## src/hw/erxdm_pkg.sv

```systemverilog
// erxdm_pkg: offsets, field positions, reset values and states of the
// receive descriptor manager.
// assumes a 32-bit classic wishbone slave port and 32-bit memory words.
package erxdm_pkg;

	// wishbone register byte offsets
	localparam logic [7:0]  ERXDM_CTRL_OFS  = 8'h00;
	localparam logic [7:0]  ERXDM_CFG_OFS   = 8'h04;
	localparam logic [7:0]  ERXDM_QBASE_OFS = 8'h08;
	localparam logic [7:0]  ERXDM_RSR_OFS   = 8'h0C;
	localparam logic [7:0]  ERXDM_RRE_OFS   = 8'h10;

	// control, configuration and status bit positions
	localparam int CTRL_RXEN_BIT   = 0;
	localparam int CFG_JUMBO_BIT   = 3;
	localparam int CFG_FCSDROP_BIT = 17;
	localparam int CFG_IGNFCS_BIT  = 26;
	localparam int RSR_BNA_BIT     = 0;

	// writable bits, reset values and the error count limit
	localparam logic [31:0] CTRL_MASK  = 32'h0000_0001;
	localparam logic [31:0] CFG_MASK   = 32'h0402_0008;
	localparam logic [31:0] CTRL_RST   = 32'h0000_0000;
	localparam logic [31:0] CFG_RST    = 32'h0000_0000;
	localparam logic [31:0] QBASE_RST  = 32'h0000_0000;
	localparam logic [15:0] RRE_RST    = 16'h0000;
	localparam logic [15:0] RRE_MAX    = 16'hFFFF;

	// descriptor status word fields
	localparam int ST_VLAN_BIT  = 21;
	localparam int ST_PTAG_BIT  = 20;
	localparam int ST_PRIO_LSB  = 17;
	localparam int ST_CFI_BIT   = 16;
	localparam int ST_EOF_BIT   = 15;
	localparam int ST_SOF_BIT   = 14;
	localparam int ST_LEN13_BIT = 13;
	localparam int ST_LEN_W     = 13;
	localparam logic [15:0] VLAN_TPID = 16'h8100;

	// descriptor and buffer geometry
	localparam logic [31:0] DESC_STAT_OFS = 32'h0000_0004;
	localparam logic [31:0] DESC_BYTES    = 32'h0000_0008;
	localparam logic [13:0] FCS_BYTES     = 14'h0004;
	localparam int          BUF_BYTES     = 128;
	localparam int          BUF_WORDS     = BUF_BYTES / 4;

	typedef enum logic [2:0] {
		ST_IDLE,
		ST_FETCH,
		ST_DATA,
		ST_WRDATA,
		ST_WRSTAT,
		ST_WROWN,
		ST_DROP
	} erxdm_state_t;

endpackage

```

## src/hw/erxdm_stat.sv

```systemverilog
// erxdm_stat: builds the second descriptor word from frame information.
// assumes the frame fields are held stable by the caller while used.
`timescale 1ns/100ps
module erxdm_stat
	import erxdm_pkg::*;
(
	// mode bits
	input  wire logic        jumbo_i,
	input  wire logic        ignfcs_i,
	input  wire logic        fcsdrop_i,
	// frame information
	input  wire logic        sof_i,
	input  wire logic        eof_i,
	input  wire logic        fcs_bad_i,
	input  wire logic [13:0] len_i,
	input  wire logic [15:0] tpid_i,
	input  wire logic [15:0] tci_i,
	// status word
	output logic      [31:0] status_o
);

	logic [13:0] len_adj;
	logic        vlan;

	// fields are only filled on the last buffer; earlier ones carry sof alone
	always_comb
	begin
		len_adj = fcsdrop_i ? len_i - FCS_BYTES : len_i;
		vlan = (tpid_i == VLAN_TPID);
		status_o = 32'h0;
		status_o[ST_SOF_BIT] = sof_i;
		if (eof_i)
		begin
			status_o[ST_EOF_BIT] = 1'b1;
			status_o[ST_VLAN_BIT] = vlan;
			status_o[ST_PTAG_BIT] = vlan && (tci_i[11:0] == 12'h000);
			if (vlan)
			begin
				status_o[ST_PRIO_LSB +: 3] = tci_i[15:13];
				status_o[ST_CFI_BIT] = tci_i[12];
			end
			status_o[ST_LEN_W-1:0] = len_adj[ST_LEN_W-1:0];
			if (jumbo_i)
				status_o[ST_LEN13_BIT] = len_adj[13];
			else if (ignfcs_i)
				status_o[ST_LEN13_BIT] = fcs_bad_i;
		end
	end

endmodule

```

## src/hw/erxdm_qptr.sv

```systemverilog
// erxdm_qptr: queue base register and the internal descriptor pointer.
// assumes advance pulses come only after a descriptor was fully written.
`timescale 1ns/100ps
module erxdm_qptr
	import erxdm_pkg::*;
(
	// clock and reset
	input  wire logic        clk_i,
	input  wire logic        rst_i,
	// software side
	input  wire logic        rx_en_i,
	input  wire logic        base_wr_i,
	input  wire logic [31:0] base_data_i,
	// engine side
	input  wire logic        adv_i,
	input  wire logic        wrap_i,
	output logic      [31:0] base_o,
	output logic      [31:0] ptr_o
);

	logic [31:0] base_q;
	logic [31:0] ptr_q;

	// base load; word aligned since descriptors are word pairs
	always_ff @(posedge clk_i)
	begin
		if (rst_i)
			base_q <= QBASE_RST;
		else if (base_wr_i && !rx_en_i)
			base_q <= {base_data_i[31:2], 2'b00};
	end

	// pointer follows a base write, otherwise steps or wraps
	always_ff @(posedge clk_i)
	begin
		if (rst_i)
			ptr_q <= QBASE_RST;
		else if (base_wr_i && !rx_en_i)
			ptr_q <= {base_data_i[31:2], 2'b00};
		else if (adv_i && wrap_i)
			ptr_q <= base_q;
		else if (adv_i)
			ptr_q <= ptr_q + DESC_BYTES;
	end

	assign base_o = base_q;
	assign ptr_o  = ptr_q;
endmodule

```

## src/hw/erxdm_top.sv

```systemverilog
// erxdm_top: receive descriptor manager with a wishbone register slave.
// assumes mac receive words, filter verdict and memory port on clk_i.
//
// The implementer's own choices: the placing of the registers and the Wishbone slave port.
`timescale 1ns/100ps
module erxdm_top
	import erxdm_pkg::*;
(
	// clock and reset
	input  wire logic        clk_i,
	input  wire logic        rst_i,
	// wishbone slave
	input  wire logic        wb_cyc_i,
	input  wire logic        wb_stb_i,
	input  wire logic        wb_we_i,
	input  wire logic [7:0]  wb_adr_i,
	input  wire logic [3:0]  wb_sel_i,
	input  wire logic [31:0] wb_dat_i,
	output logic      [31:0] wb_dat_o,
	output logic             wb_ack_o,
	// mac receive words
	input  wire logic        rx_valid_i,
	output logic             rx_ready_o,
	input  wire logic [31:0] rx_data_i,
	input  wire logic        rx_last_i,
	input  wire logic        rx_copy_i,
	input  wire logic        rx_err_i,
	input  wire logic        rx_fcs_bad_i,
	input  wire logic [13:0] rx_len_i,
	input  wire logic [15:0] rx_tpid_i,
	input  wire logic [15:0] rx_tci_i,
	// system memory port
	output logic             mem_req_o,
	output logic             mem_we_o,
	output logic      [31:0] mem_addr_o,
	output logic      [31:0] mem_wdata_o,
	input  wire logic [31:0] mem_rdata_i,
	input  wire logic        mem_ack_i,
	// no-buffer event
	output logic             bna_evt_o
);

	erxdm_state_t state_q;
	logic        mem_req_q;
	logic        mem_we_q;
	logic [31:0] mem_addr_q;
	logic [31:0] mem_wdata_q;
	logic [29:0] buf_q;
	logic        wrap_q;
	logic [5:0]  off_q;
	logic        sof_q;
	logic        last_q;
	logic        err_q;
	logic        fcs_bad_q;
	logic [13:0] len_q;
	logic [15:0] tpid_q;
	logic [15:0] tci_q;
	logic [31:0] ctrl_q;
	logic [31:0] cfg_q;
	logic        bna_q;
	logic [15:0] rre_q;
	logic        wb_ack_q;
	logic [31:0] wb_dat_q;
	logic        wb_hit;
	logic        wr_fire;
	logic        rx_en;
	logic        buf_full;
	logic        bna_hit;
	logic        adv;
	logic [31:0] qbase;
	logic [31:0] qptr;
	logic [31:0] stat_word;

	// byte-lane merge of a register write
	function automatic logic [31:0] erxdm_merge(input logic [31:0] old_v,
		input logic [31:0] new_v, input logic [3:0] sel);
		logic [31:0] res;
		res = old_v;
		for (int i = 0; i < 4; i++)
			if (sel[i])
				res[8*i +: 8] = new_v[8*i +: 8];
		return res;
	endfunction

	assign rx_en    = ctrl_q[CTRL_RXEN_BIT];
	assign buf_full = (off_q == 6'(BUF_WORDS));
	assign bna_hit  = (state_q == ST_FETCH) && mem_req_q && mem_ack_i && mem_rdata_i[0];
	assign adv      = (state_q == ST_WROWN) && mem_ack_i;

	erxdm_qptr u_qptr (
		.clk_i       (clk_i),
		.rst_i       (rst_i),
		.rx_en_i     (rx_en),
		.base_wr_i   (wr_fire && (wb_adr_i == ERXDM_QBASE_OFS)),
		.base_data_i (erxdm_merge(qbase, wb_dat_i, wb_sel_i)),
		.adv_i       (adv),
		.wrap_i      (wrap_q),
		.base_o      (qbase),
		.ptr_o       (qptr)
	);

	erxdm_stat u_stat (
		.jumbo_i   (cfg_q[CFG_JUMBO_BIT]),
		.ignfcs_i  (cfg_q[CFG_IGNFCS_BIT]),
		.fcsdrop_i (cfg_q[CFG_FCSDROP_BIT]),
		.sof_i     (sof_q),
		.eof_i     (last_q),
		.fcs_bad_i (fcs_bad_q),
		.len_i     (len_q),
		.tpid_i    (tpid_q),
		.tci_i     (tci_q),
		.status_o  (stat_word)
	);

	// mac side is ready only when a word can be parked or discarded
	assign rx_ready_o = (state_q == ST_DROP) || ((state_q == ST_DATA) && !buf_full);

	// descriptor walk and memory requests; req stays up across chained writes
	always_ff @(posedge clk_i)
	begin
		if (rst_i)
		begin
			state_q     <= ST_IDLE;
			mem_req_q   <= 1'b0;
			mem_we_q    <= 1'b0;
			mem_addr_q  <= 32'h0;
			mem_wdata_q <= 32'h0;
			buf_q       <= 30'h0;
			wrap_q      <= 1'b0;
			off_q       <= 6'h0;
			sof_q       <= 1'b0;
			last_q      <= 1'b0;
			err_q       <= 1'b0;
		end
		else
		begin
			case (state_q)
				ST_IDLE:
					if (rx_valid_i && rx_en)
					begin
						if (rx_copy_i)
						begin
							state_q <= ST_FETCH;
							sof_q   <= 1'b1;
						end
						else
							state_q <= ST_DROP;
					end
				ST_FETCH:
					if (!mem_req_q)
					begin
						mem_req_q  <= 1'b1;
						mem_we_q   <= 1'b0;
						mem_addr_q <= qptr;
					end
					else if (mem_ack_i)
					begin
						mem_req_q <= 1'b0;
						last_q    <= 1'b0;
						if (mem_rdata_i[0])
							state_q <= ST_DROP;
						else
						begin
							buf_q   <= mem_rdata_i[31:2];
							wrap_q  <= mem_rdata_i[1];
							off_q   <= 6'h0;
							state_q <= ST_DATA;
						end
					end
				ST_DATA:
					// full buffer closes without end of frame
					if (buf_full)
					begin
						mem_req_q   <= 1'b1;
						mem_we_q    <= 1'b1;
						mem_addr_q  <= qptr + DESC_STAT_OFS;
						mem_wdata_q <= stat_word;
						state_q     <= ST_WRSTAT;
					end
					else if (rx_valid_i)
					begin
						mem_req_q   <= 1'b1;
						mem_we_q    <= 1'b1;
						mem_addr_q  <= {buf_q, 2'b00} + {24'h0, off_q, 2'b00};
						mem_wdata_q <= rx_data_i;
						last_q      <= rx_last_i;
						err_q       <= rx_err_i;
						state_q     <= ST_WRDATA;
					end
				ST_WRDATA:
					if (mem_ack_i)
					begin
						off_q <= off_q + 6'h1;
						if (!last_q)
						begin
							mem_req_q <= 1'b0;
							state_q   <= ST_DATA;
						end
						// error leaves buffer unowned for reuse
						else if (err_q)
						begin
							mem_req_q <= 1'b0;
							sof_q     <= 1'b0;
							state_q   <= ST_IDLE;
						end
						else
						begin
							mem_addr_q  <= qptr + DESC_STAT_OFS;
							mem_wdata_q <= stat_word;
							state_q     <= ST_WRSTAT;
						end
					end
				ST_WRSTAT:
					if (mem_ack_i)
					begin
						mem_addr_q  <= qptr;
						mem_wdata_q <= {buf_q, wrap_q, 1'b1};
						state_q     <= ST_WROWN;
					end
				ST_WROWN:
					if (mem_ack_i)
					begin
						mem_req_q <= 1'b0;
						sof_q     <= 1'b0;
						state_q   <= last_q ? ST_IDLE : ST_FETCH;
					end
				ST_DROP:
					if (rx_valid_i && rx_last_i)
						state_q <= ST_IDLE;
				default:
					state_q <= ST_IDLE;
			endcase
		end
	end

	// frame trailer fields, captured with the last word
	always_ff @(posedge clk_i)
	begin
		if (rst_i)
		begin
			fcs_bad_q <= 1'b0;
			len_q     <= 14'h0;
			tpid_q    <= 16'h0;
			tci_q     <= 16'h0;
		end
		else if ((state_q == ST_DATA) && !buf_full && rx_valid_i && rx_last_i)
		begin
			fcs_bad_q <= rx_fcs_bad_i;
			len_q     <= rx_len_i;
			tpid_q    <= rx_tpid_i;
			tci_q     <= rx_tci_i;
		end
	end

	assign mem_req_o   = mem_req_q;
	assign mem_we_o    = mem_we_q;
	assign mem_addr_o  = mem_addr_q;
	assign mem_wdata_o = mem_wdata_q;

	// wishbone ack one cycle after the strobe, dropped the next cycle
	assign wb_hit  = wb_cyc_i && wb_stb_i && !wb_ack_q;
	assign wr_fire = wb_cyc_i && wb_stb_i && wb_we_i && wb_ack_q;

	always_ff @(posedge clk_i)
	begin
		if (rst_i)
		begin
			wb_ack_q <= 1'b0;
			wb_dat_q <= 32'h0;
		end
		else
		begin
			wb_ack_q <= wb_hit;
			if (wb_hit)
			begin
				case (wb_adr_i)
					ERXDM_CTRL_OFS:  wb_dat_q <= ctrl_q;
					ERXDM_CFG_OFS:   wb_dat_q <= cfg_q;
					ERXDM_QBASE_OFS: wb_dat_q <= qptr;
					ERXDM_RSR_OFS:   wb_dat_q <= {31'h0, bna_q};
					ERXDM_RRE_OFS:   wb_dat_q <= {16'h0, rre_q};
					default:         wb_dat_q <= 32'h0;
				endcase
			end
		end
	end

	assign wb_ack_o = wb_ack_q;
	assign wb_dat_o = wb_dat_q;

	// control and configuration; writes land on the acking edge
	always_ff @(posedge clk_i)
	begin
		if (rst_i)
		begin
			ctrl_q <= CTRL_RST;
			cfg_q  <= CFG_RST;
		end
		else if (wr_fire && (wb_adr_i == ERXDM_CTRL_OFS))
			ctrl_q <= erxdm_merge(ctrl_q, wb_dat_i, wb_sel_i) & CTRL_MASK;
		else if (wr_fire && (wb_adr_i == ERXDM_CFG_OFS))
			cfg_q <= erxdm_merge(cfg_q, wb_dat_i, wb_sel_i) & CFG_MASK;
	end

	// no-buffer flag and error count; a new event beats a clear
	always_ff @(posedge clk_i)
	begin
		if (rst_i)
		begin
			bna_q <= 1'b0;
			rre_q <= RRE_RST;
		end
		else
		begin
			if (bna_hit)
				bna_q <= 1'b1;
			else if (wr_fire && (wb_adr_i == ERXDM_RSR_OFS) && wb_sel_i[0]
				&& wb_dat_i[RSR_BNA_BIT])
				bna_q <= 1'b0;
			// saturating count so software never sees a wrap
			if (bna_hit && (rre_q != RRE_MAX))
				rre_q <= rre_q + 16'h1;
		end
	end

	assign bna_evt_o = bna_hit;
endmodule

```

## config.mk

```make
export PLATFORM = sky130hd
export DESIGN_NAME = erxdm_top
export DESIGN_NICKNAME = d
export VERILOG_FILES = /design/src/hw/erxdm_pkg.sv /design/src/hw/erxdm_stat.sv /design/src/hw/erxdm_qptr.sv /design/src/hw/erxdm_top.sv
export SDC_FILE = /design/constraint.sdc
export NUM_CORES = 1
export LEC_CHECK = 0
export BUFFER_PORTS_ARGS = -buffer_cell sky130_fd_sc_hd__buf_2
export CORE_AREA = 3 3 155 217
export CTS_BUF_LIST = sky130_fd_sc_hd__clkbuf_4 sky130_fd_sc_hd__clkbuf_8
export DETAILED_ROUTE_END_ITERATION = 8
export DIE_AREA = 0 0 158 220
export PLACE_DENSITY_LB_ADDON = 0.12
export SLEW_MARGIN = 40
export SYNTH_ARGS = -nofsm -noshare
export SYNTH_HDL_FRONTEND = slang
export SYNTH_SLANG_ARGS = --single-unit
```

## constraint.sdc

```tcl
create_clock -name clk_i -period 6.5 [get_ports clk_i]
set_input_delay 1.3 -clock clk_i [delete_from_list [all_inputs] [get_ports clk_i]]
set_output_delay 1.3 -clock clk_i [all_outputs]
set_load 0.05 [all_outputs]
```

==> metrics.cfg, run 1 <==
[run_status]
status=completed

[placed_design]
pre_cts_ws_ns=2.50
globalplace.congestion=0.920
portBuffers=264
dp.cells=2352
place_area_sq_um=15600
dpl.hpwl_microns=34600

[final_layout]
design_area_sq_um=16600
syn_to_final_growth_pct=16.4
post-route-util_pct=52.3
diodes=0
stdcell_count=2428
nNetsFinal=2183
drive_above_1_share_pct=20.2

[sta]
maxSlewHeadroom_pct=35.9
rsz0062_at_grt=no
fin_skew_ns=0.0289
hold_violations=0
setup-violations-final=0
max_freq_ghz=0.251
period_minus_slack_ns=3.99
setup_slack_ns=2.51
worst_slew_pin_slew_ns=0.962
report.final.slew_viol_count=0
holdWs_ns=0.448
finalCritPeriodShare_pct=61.3
tns_ns=0

[global_routing]
overflow=0
grt_max_degree=161
grt_pass1_vias=13800
gr-usage-met3_pct=6.07
busiest_layer=met2
antenna_found_initial=3
use_met2_pct=47.4
grt_pass1_wl_microns=75500
track_usage_pct=27.0
gr-usage-met1_pct=32.5

[synthesis]
synth_area_per_cell_sq_um=7.78
netlist_area_sq_um=14200
synth_edf_count=0
yosysTopAreaCell=dfxtp_1
synth_seq_cells=272
synth_top_area_share_pct=38.3
synth-xor-area-share_pct=3.63
synth-compound-area-share_pct=21.8
synth.distinct_cells=87
ys_async_sr_fraction_pct=0
synthTopCellsByArea=dfxtp_1, nand2_1, a21oi_1
yosys.area_share.simple_pct=26.3
synth_top_family_by_area=simple AND/OR/NAND/NOR gates
synth_warnings=0
muxShareOfSynthArea_pct=3.26
seq_area_frac_synth_pct=38.3
ys.flop_type=dfxtp_1
synth_fp_nets=2007
syn_inst=1829
synthAdderAreaFrac_pct=1.20

[die]
placementRows=77
die_w_microns=158
start_util_pct=44.9
placeableCoreArea_sq_um=31700
die_h_microns=220
die_area_sq_um=34800
ioPinCount=266

[hold_path]
min_from=wb_dat_o[20]
hold_path_end=wb_dat_o[20]
hp-class=reg2reg
min_path_cells=2

[worst_setup_path]
r2r_cells=5
critPathLaunchType=primary input
cp_max_fo=10
worstSetupEndpointType=primary output
critPathRequiredTime_ns=5.20
arrival_ns=2.69
r2r-start=state_q[2]
startpoint=mem_ack_i
r2r-end=mem_addr_o[31]
rrSetupSlack_ns=3.39
worst-setup-path-type=in2out

[cts]
cts_buffer_depth=3
cts.sinks=272
cts_root_buf=clkbuf_8
post-cts-setup-buffer-count=0
cts_max_level=2
path_clk_slew_ns=0.06
clkLatencyLatePin_ns=0.59
ctsHoldBuffers=0
numCtsBuffers=46
cts_resized=0
cts_tree=yes

[power]
p_leak_nw=6.26
p_per_area_nw_per_um2=328
ir_drop_uv=252
finalPower_mw=5.43

[route]
drt-pass1-iter-count=6
ant_nets=0
wl_microns=47600
wl_per_cell_microns=19.6
drc_errors=0
first_iter_violations=953
vias_per_cell=5.87
vias=14300

[job]
maxCapViolations=0

registers in the layout, summed over array words and instances, names as in the netlist:
register / count
bna_q: 1
buf_q: 30
cfg_q: 3
ctrl_q: 1
err_q: 1
fcs_bad_q: 1
last_q: 1
len_q: 14
mem_addr_o: 32
mem_req_o: 1
mem_wdata_o: 32
mem_we_o: 1
off_q: 6
rre_q: 16
sof_q: 1
state_q: 3
tci_q: 16
tpid_q: 16
u_qptr.base_o: 30
u_qptr.ptr_o: 32
wb_ack_o: 1
wb_dat_o: 32
wrap_q: 1
worst max-delay path, cell delays in order:
cell and delay [ns]:
buf_2 0.21, nand4b_1 0.26, nor3b_2 0.54, buf_2 0.36
where the power goes:
group / switching [mW] / internal (mW) / total (mW)
Sequential: 0.143 / 1.84 / 1.99
Combinational: 1.32 / 0.512 / 1.83
Clock: 0.698 / 0.910 / 1.61
Total: 2.16 / 3.27 / 5.43
metal layers:
layer	vias to the layer above	wire, microns
li1	6955	-
met1	6707	18900
met2	505	23600
met3	91	3610
met4	6	1430
met5	-	34
cells in the mapped netlist, types with 6 or more instances:
cell and instances:
xor2_1 32, buf_2 40, and4_1 15, a22oi_1 20
o21a_1 6, a221oi_1 28, ha_1 12, nand3_1 76
and3_1 22, o211ai_1 8, buf_1 8, clkbuf_1 96
nor3_1 47, o21ai_0 61, mux2i_1 43, nor2_1 163
xnor2_1 27, nand2_1 306, a21o_1 12, nand4_1 29
or3_1 13, o22ai_1 6, nor2b_1 8, and2_1 12
dfxtp_1 272, a311oi_1 7, nand2b_1 8, inv_1 18
a21oi_1 210, buf_4 11, a222oi_1 17, a31oi_1 15
a211oi_1 39, nor4_1 25
layout make-up:
class                           instances  area (sq um)
Fill cell                            3176         15100
Multi-Input combinational cell       1378          8080
Sequential cell                       272          5450
Timing Repair Buffer                  288          1530
Clock buffer                           71           896
Tap cell                              395           494
Inverter                               19          71.3
Clock inverter                          5          58.8
cell families (layout without fill, tap and decap cells):
group,after synthesis,in the layout
AOI/OAI and AO/OA,482,482
buffers and inverters,179,383
and+or+nand+nor,778,778
xor gates and xnor gates,59,59
DFF,272,272
adders and majority gates,13,13
muxes,46,46
how the worst max path moves through the flow:
| stage | endpoint | slack (ns) | cells after the start |
|---|---|---|---|
| 6_report | bna_evt_o | 2.51 | 4 |
| 5_1_grt | bna_evt_o | 2.40 | 4 |
| 4_1_cts | bna_evt_o | 2.51 | 4 |
| 3_5_place_dp | bna_evt_o | 2.50 | 4 |
| 3_3_place_gp | bna_evt_o | 2.53 | 4 |
| 2_1_floorplan | bna_evt_o | 2.57 | 3 |
cell usage in the layout (no fill, tap or decap), drive strengths merged, types with 20 or more instances in the layout:
cell    count
clkbuf     71
a221oi     28
nor4       28
a22oi      20
nand2     307
o21ai      67
xor2       32
nand4      30
buf       288
a211oi     39
dfxtp     272
xnor2      27
a21oi     210
mux2i      43
nor2      163
nor3       52
and3       23
nand3      78
(Power assumes the default switching activity.)
==> run 2: changes to the inputs <==
clock period = 3.3 ns   (was 6.5 ns; I/O delays follow)
==> run 2 against run 1 <==
  * Cell area is 0.75% higher
  * Clock power up 86%
  * Largest power group unchanged
  * First-iteration DRC count rose by 2.3%
  * Critical endpoint unchanged
==> metrics.cfg, run 2 (synthesized netlist as in run 1, its figures left out) <==
[cts]
numCtsBuffers=44
cts_resized=0
cts_tree=yes
ctsHoldBuffers=0
path_clk_slew_ns=0.06
post-cts-setup-buffer-count=0
cts_max_level=2
cts_buffer_depth=3
cts.sinks=272
clkLatencyLatePin_ns=0.59
cts_root_buf=clkbuf_8

[global_routing]
track_usage_pct=26.8
antenna_found_initial=3
grt_max_degree=139
grt_pass1_wl_microns=74900
grt_pass1_vias=13800
overflow=0

[final_layout]
nNetsFinal=2208
diodes=0
fillers=3188
drive_above_1_share_pct=21.1
syn_to_final_growth_pct=17.3
stdcell_count=2454
final_common_cell=nand2_1
final_cell_mix=nand2_1, dfxtp_1, buf_2

[sta]
worst_slew_pin_slew_ns=0.740
rsz0062_at_grt=no
report.final.slew_viol_count=0
setup-violations-final=0
finalCritPeriodShare_pct=92.8
maxSlewHeadroom_pct=50.6
hold_violations=0
fin_skew_ns=0.0153
holdWs_ns=0.311
tns_ns=0
max_freq_ghz=0.327
period_minus_slack_ns=3.06

[worst_setup_path]
r2r-end=mem_addr_o[26]
rrSetupSlack_ns=0.61
worstSetupEndpointType=primary output
critPathMaxStageDelay_ns=0.78
arrival_ns=2.40
r2r-start=u_qptr.ptr_o[3]
critPathLaunchType=register
slowest_stage=dfxtp_1
cp_max_fo=16
cp_cell_sequence=nand4b_1 -> nor3b_2 -> buf_4 -> buf_2
worst-setup-path-type=reg2out
critPathCapture=bna_evt_o
critPathRequiredTime_ns=2.64
r2r_cells=7
startpoint=state_q[0]

[power]
p_per_area_nw_per_um2=634
ir_drop_uv=517
p_leak_nw=6.37

[route]
wl_microns=47600
drc_errors=0
ant_nets=0
vias=14300
first_iter_violations=975
vias_per_cell=5.81
wl_per_cell_microns=19.4
drt-pass1-iter-count=8

[die]
placementRows=77
start_util_pct=44.9
placeableCoreArea_sq_um=31700
die_h_microns=220
die_w_microns=158
die_area_sq_um=34800
ioPinCount=266

[hold_path]
hp-class=in2reg

[placed_design]
globalplace.congestion=0.930
dp.cells=2379
dpl.hpwl_microns=35200
portBuffers=264

[job]
maxCapViolations=0

[run_status]
status=completed

==> run 2: final cells by class <==
class / instances / area (sq um) / area share (%)
tap: 395 / 494 / 2.96
clock inverter: 4 / 23.8 / 0.142
multi-input combinational: 1378 / 8080 / 48.4
inverter: 19 / 71.3 / 0.427
sequential: 272 / 5450 / 32.6
timing repair buffer: 315 / 1730 / 10.3
clock buffer: 71 / 858 / 5.14
==> run 2: stage by stage <==
step | area [sq um] | worst slack [ns] | utilization, % | total power [mW]
5_1_grt | 16700 | 0.114 | 52.7 | 11.2
3_3_place_gp | 15800 | 0.476 | 49.9 | 7.64
2_1_floorplan | 14200 | 0.523 | - | 6.58
4_1_cts | 16700 | 0.234 | 52.7 | 10.7
3_5_place_dp | 15800 | 0.466 | 49.9 | 7.66
6_report | 16700 | 0.238 | 52.7 | 10.6
==> run 2: worst max-delay path, delay by kind of cell (launching register included) <==
kind / cells / cell delay [ns]
DFF: 1 / 0.78
and+or+nand+nor: 2 / 0.60
buffers and inverters: 2 / 0.45
==> run 2: worst min path at each step <==
stage / start / to / slack (ns) / cells past startpoint
3_3_place_gp: wb_dat_o[16] / wb_dat_o[16] / 0.44 / 2
5_1_grt: rx_tpid_i[15] / tpid_q[15] / 0.30 / 3
3_5_place_dp: wb_dat_o[20] / wb_dat_o[20] / 0.44 / 2
4_1_cts: mem_rdata_i[22] / buf_q[20] / 0.28 / 3
2_1_floorplan: u_qptr.base_o[23] / u_qptr.base_o[23] / 0.43 / 2
6_report: rx_tci_i[6] / tci_q[6] / 0.31 / 3
==> run 2: layer usage <==
metal  GRT usage (%)  share of wire [%]  wire length, microns  vias to the layer above
met5               0               0.11                    50                        -
met4            10.3                3.8                  1820                        6
met3            5.68                7.0                  3330                      107
met2            46.7                 49                 23400                      515
met1            32.1                 40                 19000                     6628
li1                -                  -                     -                     7001
==> run 2: power breakdown <==
part	total [mW]	switching [mW]	internal, mW
clock	2.99	1.36	1.63
combinational	3.71	2.63	1.07
sequential	3.88	0.249	3.63
total	10.6	4.24	6.34
